`config.mk`:
```
export PLATFORM = sky130hd
export DESIGN_NAME = tpw_core
export DESIGN_NICKNAME = d
export VERILOG_FILES = /design/src/hw/tpw_pkg.sv /design/src/hw/tpw_core.sv
export SDC_FILE = /design/constraint.sdc
export NUM_CORES = 1
export LEC_CHECK = 0
export BUFFER_PORTS_ARGS = -buffer_cell sky130_fd_sc_hd__buf_2
export CORE_ASPECT_RATIO = 1.4
export CORE_MARGIN = 4
export CORE_UTILIZATION = 65
export DETAILED_ROUTE_END_ITERATION = 6
export PLACE_DENSITY = 0.92
export SLEW_MARGIN = 0
export SYNTH_ARGS = -nofsm -noshare
export SYNTH_HDL_FRONTEND = slang
export SYNTH_SLANG_ARGS = --single-unit
export TNS_END_PERCENT = 50
```
`constraint.sdc`:
```
create_clock -name i_clk -period 13.9 [get_ports i_clk]
set_input_delay 0.695 -clock i_clk [delete_from_list [all_inputs] [get_ports i_clk]]
set_output_delay 0.695 -clock i_clk [all_outputs]
set_load 0.02 [all_outputs]
```
`src/hw/tpw_pkg.sv`:
```
// constants and field layout for the three-phase pwm timing block
package tpw_pkg;
	// ----------------------------------------
	// register addresses
	// ----------------------------------------
	localparam logic [2:0] ADDR_HOLD_LO = 3'h0;
	localparam logic [2:0] ADDR_HOLD_MID = 3'h1;
	localparam logic [2:0] ADDR_HOLD_HI = 3'h2;
	localparam logic [2:0] ADDR_CTRL_XFER = 3'h3;
	localparam logic [2:0] ADDR_SETUP_XFER = 3'h4;
	// ----------------------------------------
	// set-up register fields
	// ----------------------------------------
	localparam int SU_MINW_LSB = 0;
	localparam int SU_CDIV_LSB = 8;
	localparam int SU_RANGE_LSB = 11;
	localparam int SU_HOLD_BIT = 14;
	localparam int SU_DEAD_LSB = 16;
	// ----------------------------------------
	// control register fields
	// ----------------------------------------
	localparam int CT_SPEED_LSB = 0;
	localparam int CT_INH_BIT = 13;
	localparam int CT_OM_BIT = 14;
	localparam int CT_DIR_BIT = 15;
	localparam int CT_AMP_LSB = 16;
	// ----------------------------------------
	// carrier, phase and waveform constants
	// ----------------------------------------
	localparam logic [7:0] CAR_MAX = 8'hff;
	localparam logic [29:0] PHASE_MOD = 30'h30000000;
	localparam int PHASE_LSB = 20;
	localparam logic [9:0] ANGLE_FULL = 10'h300;
	localparam logic [9:0] ANGLE_HALF = 10'h180;
	localparam logic [9:0] ANGLE_THIRD = 10'h100;
	localparam int WAVE_MID = 192;
	localparam int WAVE_GAIN = 21;
	localparam int WAVE_SHIFT = 13;
	localparam int REF_TOP = 256;
	localparam logic [8:0] REF_MID = 9'h080;
	localparam logic [2:0] RANGE_MAX = 3'h6;
	localparam logic [2:0] CDIV_MAX = 3'h5;
	localparam logic [6:0] DEAD_SAT = 7'h40;
endpackage : tpw_pkg

```
`src/hw/tpw_core.sv`:
```
// three-phase pwm generator with set-up, filter and dead-time logic
`timescale 1ns/1ns
`default_nettype none
module tpw_core (
	input wire logic i_clk,
	input wire logic i_reset_n,
	input wire logic i_wr_en,
	input wire logic [2:0] i_addr,
	input wire logic [7:0] i_wdata,
	input wire logic i_trip,
	output logic [2:0] o_pwm_top,
	output logic [2:0] o_pwm_bot
);
	import tpw_pkg::*;

	// ----------------------------------------
	// state
	// ----------------------------------------
	typedef struct packed {
		logic [7:0] holding_byte_low;
		logic [7:0] holding_byte_mid;
		logic [7:0] holding_byte_high;
		logic [23:0] setup_parameter_register;
		logic [23:0] run_control_register;
		logic [4:0] div_cnt;
		logic [7:0] car;
		logic car_dn;
		logic [29:0] acc;
		logic [2:0][8:0] ref_lvl;
		logic [2:0][7:0] pd_cnt;
		logic [2:0] filt;
		logic [2:0][6:0] dt_cnt;
		logic [2:0] top;
		logic [2:0] bot;
	} tpw_state_t;

	tpw_state_t q;
	tpw_state_t d;

	// ----------------------------------------
	// decode functions
	// ----------------------------------------
	function automatic logic [5:0] cdiv_ratio(input logic [2:0] code);
		logic [2:0] c;
		c = (code > CDIV_MAX) ? CDIV_MAX : code;
		cdiv_ratio = 6'(1) << c;
	endfunction : cdiv_ratio

	function automatic logic [17:0] speed_inc(input logic [2:0] code,
		input logic [11:0] speed);
		logic [2:0] c;
		c = (code > RANGE_MAX) ? RANGE_MAX : code;
		speed_inc = {6'h00, speed} << c;
	endfunction : speed_inc

	function automatic logic [9:0] angle_add(input logic [9:0] a,
		input logic [9:0] off);
		logic [10:0] s;
		s = {1'b0, a} + {1'b0, off};
		angle_add = (s >= {1'b0, ANGLE_FULL}) ?
			10'(s - {1'b0, ANGLE_FULL}) : s[9:0];
	endfunction : angle_add

	// triangle reference scaled by amplitude, clamped to carrier span
	function automatic logic [8:0] wave_ref(input logic [9:0] a,
		input logic [8:0] amp);
		int v;
		int m;
		v = (a < ANGLE_HALF) ? int'(a) : int'(ANGLE_FULL) - 1 - int'(a);
		m = ((v - WAVE_MID) * int'(amp) * WAVE_GAIN) >>> WAVE_SHIFT;
		m = m + int'(REF_MID);
		if (m < 0) begin
			m = 0;
		end
		if (m > REF_TOP) begin
			m = REF_TOP;
		end
		wave_ref = 9'(m);
	endfunction : wave_ref

	// ----------------------------------------
	// field views
	// ----------------------------------------
	logic [2:0] carrier_divider_field;
	logic [2:0] speed_range_field;
	logic phase_counter_hold;
	logic [6:0] dead_count;
	logic [7:0] minw_count;
	logic [11:0] speed_word;
	logic [8:0] amp_word;
	logic out_enable;
	logic dir_rev;
	logic step;
	logic [2:0] raw;
	logic [9:0] angle;
	logic [2:0][9:0] ph_angle;

	assign carrier_divider_field = q.setup_parameter_register[SU_CDIV_LSB +: 3];
	assign speed_range_field = q.setup_parameter_register[SU_RANGE_LSB +: 3];
	assign phase_counter_hold = q.setup_parameter_register[SU_HOLD_BIT];
	assign dead_count =
		{1'b0, ~q.setup_parameter_register[SU_DEAD_LSB +: 6]} + 7'h01;
	assign minw_count =
		{1'b0, ~q.setup_parameter_register[SU_MINW_LSB +: 7]} + 8'h01;
	assign speed_word = q.run_control_register[CT_SPEED_LSB +: 12];
	assign amp_word = {q.run_control_register[CT_OM_BIT],
		q.run_control_register[CT_AMP_LSB +: 8]};
	assign dir_rev = q.run_control_register[CT_DIR_BIT];
	assign out_enable = q.run_control_register[CT_INH_BIT] & ~i_trip;
	assign step = (q.div_cnt ==
		5'(cdiv_ratio(carrier_divider_field) - 6'h01));
	assign angle = q.acc[PHASE_LSB +: 10];
	assign ph_angle[0] = angle;
	assign ph_angle[1] = angle_add(angle, ANGLE_FULL - ANGLE_THIRD);
	assign ph_angle[2] = angle_add(angle, ANGLE_THIRD);

	// ----------------------------------------
	// next state
	// ----------------------------------------
	always_comb begin
		logic [29:0] inc;
		logic [30:0] sum;
		logic turn;
		inc = {12'h000, speed_inc(speed_range_field, speed_word)};
		sum = 31'h0;
		turn = 1'b0;
		d = q;
		if (i_wr_en) begin
			case (i_addr)
				ADDR_HOLD_LO: d.holding_byte_low = i_wdata;
				ADDR_HOLD_MID: d.holding_byte_mid = i_wdata;
				ADDR_HOLD_HI: d.holding_byte_high = i_wdata;
				ADDR_CTRL_XFER: d.run_control_register = {q.holding_byte_high,
					q.holding_byte_mid, q.holding_byte_low};
				ADDR_SETUP_XFER: d.setup_parameter_register = {q.holding_byte_high,
					q.holding_byte_mid, q.holding_byte_low};
				default: d.holding_byte_low = q.holding_byte_low;
			endcase
		end
		d.div_cnt = step ? 5'h00 : 5'(q.div_cnt + 5'h01);
		if (step) begin
			if (!q.car_dn) begin
				if (q.car == CAR_MAX) begin
					d.car_dn = 1'b1;
					turn = 1'b1;
				end else begin
					d.car = 8'(q.car + 8'h01);
				end
			end else begin
				if (q.car == 8'h00) begin
					d.car_dn = 1'b0;
					turn = 1'b1;
				end else begin
					d.car = 8'(q.car - 8'h01);
				end
			end
			if (dir_rev) begin
				sum = {1'b0, q.acc} - {1'b0, inc};
				if (sum[30]) begin
					sum = 31'(sum + {1'b0, PHASE_MOD});
				end
			end else begin
				sum = {1'b0, q.acc} + {1'b0, inc};
				if (sum >= {1'b0, PHASE_MOD}) begin
					sum = 31'(sum - {1'b0, PHASE_MOD});
				end
			end
			d.acc = sum[29:0];
		end
		if (!phase_counter_hold) begin
			d.acc = 30'h0;
		end
		for (int i = 0; i < 3; i++) begin
			if (turn) begin
				d.ref_lvl[i] = phase_counter_hold ?
					wave_ref(ph_angle[i], amp_word) : REF_MID;
			end
			raw[i] = {1'b0, q.car} < q.ref_lvl[i];
			if (raw[i] == q.filt[i]) begin
				d.pd_cnt[i] = 8'h00;
			end else if (step) begin
				if (8'(q.pd_cnt[i] + 8'h01) >= minw_count) begin
					d.filt[i] = raw[i];
					d.pd_cnt[i] = 8'h00;
				end else begin
					d.pd_cnt[i] = 8'(q.pd_cnt[i] + 8'h01);
				end
			end
			if (d.filt[i] != q.filt[i]) begin
				d.dt_cnt[i] = 7'h00;
			end else if (step && q.dt_cnt[i] < DEAD_SAT) begin
				d.dt_cnt[i] = 7'(q.dt_cnt[i] + 7'h01);
			end
			d.top[i] = q.filt[i] && q.dt_cnt[i] >= dead_count
				&& out_enable;
			d.bot[i] = !q.filt[i] && q.dt_cnt[i] >= dead_count
				&& out_enable;
		end
	end

	always_ff @(posedge i_clk or negedge i_reset_n) begin
		if (!i_reset_n) begin
			q <= '0;
		end else begin
			q <= d;
		end
	end

	assign o_pwm_top = q.top;
	assign o_pwm_bot = q.bot;

	// ----------------------------------------
	// checks
	// ----------------------------------------
	property p_setup_load;
		@(posedge i_clk) disable iff (!i_reset_n)
		(i_wr_en && i_addr == ADDR_SETUP_XFER) |=> q.setup_parameter_register ==
			$past({q.holding_byte_high, q.holding_byte_mid, q.holding_byte_low});
	endproperty
	a_setup_load: assert property (p_setup_load) else $error("setup load");

	property p_ctrl_load;
		@(posedge i_clk) disable iff (!i_reset_n)
		(i_wr_en && i_addr == ADDR_CTRL_XFER) |=> q.run_control_register ==
			$past({q.holding_byte_high, q.holding_byte_mid, q.holding_byte_low});
	endproperty
	a_ctrl_load: assert property (p_ctrl_load) else $error("control load");

	property p_hold_only;
		@(posedge i_clk) disable iff (!i_reset_n)
		(i_wr_en && i_addr < ADDR_CTRL_XFER) |=>
			$stable(q.setup_parameter_register) && $stable(q.run_control_register);
	endproperty
	a_hold_only: assert property (p_hold_only) else $error("early load");

	property p_reset_low;
		@(posedge i_clk) $rose(i_reset_n) |-> (o_pwm_top | o_pwm_bot) == 3'h0;
	endproperty
	a_reset_low: assert property (p_reset_low) else $error("out in reset");

	property p_no_overlap;
		@(posedge i_clk) disable iff (!i_reset_n)
		(o_pwm_top & o_pwm_bot) == 3'h0;
	endproperty
	a_no_overlap: assert property (p_no_overlap) else $error("overlap");

	property p_inhibit;
		@(posedge i_clk) disable iff (!i_reset_n)
		!out_enable |=> (o_pwm_top | o_pwm_bot) == 3'h0;
	endproperty
	a_inhibit: assert property (p_inhibit) else $error("inhibit");

	property p_phase_hold;
		@(posedge i_clk) disable iff (!i_reset_n)
		!phase_counter_hold ##1 !phase_counter_hold |-> q.acc == 30'h0;
	endproperty
	a_phase_hold: assert property (p_phase_hold) else $error("hold");

	property p_rise_delay;
		@(posedge i_clk) disable iff (!i_reset_n)
		$rose(o_pwm_top[0]) |-> $past(q.dt_cnt[0]) >= $past(dead_count);
	endproperty
	a_rise_delay: assert property (p_rise_delay) else $error("dead");

	property p_divider;
		@(posedge i_clk) disable iff (!i_reset_n)
		step |=> q.div_cnt == 5'h00;
	endproperty
	a_divider: assert property (p_divider) else $error("divider");

	property p_trip;
		@(posedge i_clk) disable iff (!i_reset_n)
		i_trip |=> (o_pwm_top | o_pwm_bot) == 3'h0;
	endproperty
	a_trip: assert property (p_trip) else $error("trip");

	property p_fall_fast;
		@(posedge i_clk) disable iff (!i_reset_n)
		$fell(q.filt[0]) |=> !o_pwm_top[0];
	endproperty
	a_fall_fast: assert property (p_fall_fast) else $error("late fall");

	property p_dead_code;
		@(posedge i_clk) disable iff (!i_reset_n)
		dead_count != 7'h00 && dead_count <= DEAD_SAT;
	endproperty
	a_dead_code: assert property (p_dead_code) else $error("dead code");

	property p_minw_code;
		@(posedge i_clk) disable iff (!i_reset_n)
		minw_count != 8'h00 && minw_count <= 8'h80;
	endproperty
	a_minw_code: assert property (p_minw_code) else $error("width code");

	property p_car_turn;
		@(posedge i_clk) disable iff (!i_reset_n)
		(step && q.car_dn && q.car == 8'h00) |=> !q.car_dn;
	endproperty
	a_car_turn: assert property (p_car_turn) else $error("carrier");

	property p_top_filt;
		@(posedge i_clk) disable iff (!i_reset_n)
		o_pwm_top[0] |-> $past(q.filt[0]);
	endproperty
	a_top_filt: assert property (p_top_filt) else $error("filter");
endmodule : tpw_core
`default_nettype wire

```
==> results.py <==
metrics = {
    "route": {
        "drc": 0,
        "routed_wl_um": 109000,
        "drt_iter0_markers": 2575,
        "avgViaCountPerCell": 5.97,
        "vias": 35426,
        "wl_per_cell_um": 18.4,
        "dr.pass1.iters": 6,
        "ant_nets": 0,
    },
    "placed_design": {
        "gp_congestion": 1.00,
        "postPlaceCellArea_sq_um": 45300,
        "dp_hpwl_um": 87800,
        "dp_slack_ps": 1190,
        "port_buffers": 20,
    },
    "worst_setup_path": {
        "crit_top_cell": "inv_1",
        "end_kind": "register",
        "worstPathRequired_ps": 14290,
        "cp_max_fo": 14,
        "startpoint_type": "register",
        "cp.arrival_ps": 13280,
        "startpoint": "angle[9]$_DFFE_PN0P_",
        "r2r_start": "angle[9]$_DFFE_PN0P_",
        "cp_slowest_stage_delay_ps": 610,
        "cpMaxStageDelayCell": "o31ai_1",
        "critical_path_class": "register to register",
    },
    "sta": {
        "finalSetupViolCount": 0,
        "tns_ps": 0,
        "fin_crit_ps": 12890,
        "maxClockFrequency_ghz": 0.0776,
        "relSlewSlack_pct": 15.9,
        "slew_violations": 0,
        "fin_skew_ps": 29.6,
        "hold_viol": 0,
        "grt_setup_unrepaired": "no",
        "period_share_pct": 92.7,
        "setup_ws_ps": 1010,
        "tightest_slew_ps": 1260,
    },
    "die": {
        "rows": 113,
        "die_y_um": 317,
        "fp.dieArea_sq_um": 72600,
        "die_w_um": 229,
        "initial_core_util_pct": 65.6,
        "pin_count": 21,
        "core_sq_um": 67700,
    },
    "layout": {
        "post-route-util_pct": 67.7,
        "fin_nets": 6275,
        "multi_input_area_sq_um": 34700,
        "seqCellArea_sq_um": 4810,
        "syn2layout_area_growth_pct": 3.30,
        "layout-drive-gt1-share_pct": 4.04,
        "nFillCells": 4700,
        "fin_area_sq_um": 45900,
    },
    "cts": {
        "holdBufCountCts": 0,
        "postCtsSetupRepairBufs": 0,
        "cts-buffers-inserted": 17,
        "cts_tree": "built",
        "cts_root_buffer": "clkbuf_16",
        "clk_latency_ps": 520,
        "cts.clk_slew.worst_paths_ps": 80,
        "h-tree-depth": 4,
        "post_cts_resized": 0,
        "clockBufferDepth": 2,
        "cts.sinks": 192,
    },
    "flow_run": {
        "max_cap_violations": 0,
    },
    "synthesis": {
        "synthTopCellsByArea": "fa_1 27%, ha_1 17%, dfrtp_1 11%, inv_1 9.8%, xnor2_1 4.2%",
        "async_flop_share_pct": 100,
        "synth_seq_cells": 192,
        "netlist_instances": 5135,
        "syn_area_sq_um": 44400,
        "synth_top_area_share_pct": 26.7,
        "synth_nets": 6348,
        "synth_top_area_cell": "fa_1",
        "synth_edf_count": 0,
        "yosys_most_used_dff": "dfrtp_1",
        "yosys_warnings": 0,
        "synth_cell_types": 90,
        "avgSynthCellArea_sq_um": 8.65,
        "synth-seq-area-share_pct": 10.8,
    },
    "global_routing": {
        "grt_pass1_wl_um": 181000,
        "grt-ovfl-total": 0,
        "track_usage_pct": 30.7,
        "antenna_found_initial": 1,
        "grt_max_degree": 111,
        "first_global_vias": 38210,
    },
    "min_path": {
        "min_path_type": "input port to asynchronous set/reset pin",
    },
    "outcome": {
        "run_status": "finished, final reports clean",
    },
}
-- kinds of logic (layout without fill, tap and decap cells) --
| logic type | Yosys count | after routing | synth area share, % |
|---|---|---|---|
| adders and majority gates | 1198 | 1198 | 43.8 |
| other | 0 | 1 | 0 |
| buffers and inverters | 1299 | 1239 | 11.0 |
| muxes | 111 | 111 | 2.72 |
| xor gates and xnor gates | 302 | 302 | 6.05 |
| AOI/OAI and AO/OA | 699 | 699 | 10.3 |
| and+or+nand+nor | 1334 | 1334 | 15.3 |
| DFF | 192 | 192 | 10.8 |
-- layout by cell type, fill, tap and decap left out, types with 21 or more instances in the layout --
cell	synthesis	final
a211oi_1	30	30
nor2_1	252	251
xnor2_1	214	214
dfrtp_1	192	186
nand2b_1	116	116
nor2b_1	98	98
o21a_1	40	40
and2_1	240	240
a21o_1	57	57
nor3_1	57	56
nand2_1	352	352
nand4_1	31	31
o21bai_1	21	21
o21ai_0	145	145
mux2_2	79	79
mux2i_1	32	32
nand3_1	64	63
or3_1	25	25
inv_1	1161	1161
ha_1	606	606
fa_1	592	592
buf_4	6	21
xor2_1	85	85
a21oi_1	204	204
and3_1	23	22
-- flip-flops by register name (all words and copies together) (netlist names) --
register,flops
phase_counter_hold,1
dir_rev,1
o_pwm_top,3
q,162
angle,10
o_pwm_bot,3
carrier_divider_field,3
amp_word,9
-- through the flow --
stage	hold slack, ps	cells
CTS	367	5937
global placement	437	5905
finish	333	5938
floorplan	399	5135
detailed placement	435	5905
global route	407	5937
-- cells in the mapped netlist (10+ instances only) --
library cell,instances
nor2b_1,98
nor4_1,13
xor2_1,85
nand2_1,352
a211oi_1,30
o21a_1,40
o211ai_1,20
nand2b_1,116
o21ai_0,145
a21oi_1,204
nand3b_1,18
and3_1,23
mux2i_1,32
or3_1,25
a22o_1,19
nor2_1,252
fa_1,592
nor3_1,57
xnor2_1,214
inv_1,1161
and2_1,240
clkbuf_1,111
a21boi_0,14
o41ai_1,10
a31oi_1,20
dfrtp_1,192
o31ai_1,13
a21o_1,57
nand4_1,31
buf_1,13
mux2_2,79
nand3_1,64
ha_1,606
a22oi_1,12
o21bai_1,21
-- worst max-delay path, delay by kind of cell (launching register included) --
family,cells,cell delay (ps)
fa+ha+maj,12,5210
compound gates,19,4450
xor+xnor,4,960
simple gates,6,930
buf+inv,9,650
flops,1,580
-- worst paths after layout --
path / endpoint / slack (ps) / depth (start not counted)
max: q[54]$_DFFE_PN0P_ / 1010 / 50
min: q[51]$_DFFE_PN0P_ / 330 / 1
max reg2reg: q[54]$_DFFE_PN0P_ / 1010 / 50
min reg2reg: o_pwm_bot[2]$_DFF_PN0_ / 450 / 1
max in group asynchronous: amp_word[1]$_DFFE_PN0P_ / 11840 / 2
min in group i_clk: o_pwm_bot[2]$_DFF_PN0_ / 450 / 1
-- final cells by class --
cell class                      count  area share [%]
Tap cell                          862            2.35
Multi-Input combinational cell   3644            75.7
Sequential cell                   192            10.5
Antenna cell                        1         0.00545
Clock buffer                       19           0.987
Clock inverter                     13           0.371
Inverter                         1166            9.54
Timing Repair Buffer               41           0.581
-- per-layer routing --
layer  track usage [%]  up-vias  routed length (um)
li1                  -    16077                   -
met1              33.1    17319               38200
met2              55.2     1472               55200
met3              5.28      558                7280
met4              21.2        0                8770
met5                 0        -                   0
Power is not shown: default switching activity piles up to over one toggle a cycle in this logic, so the estimate is an artifact.
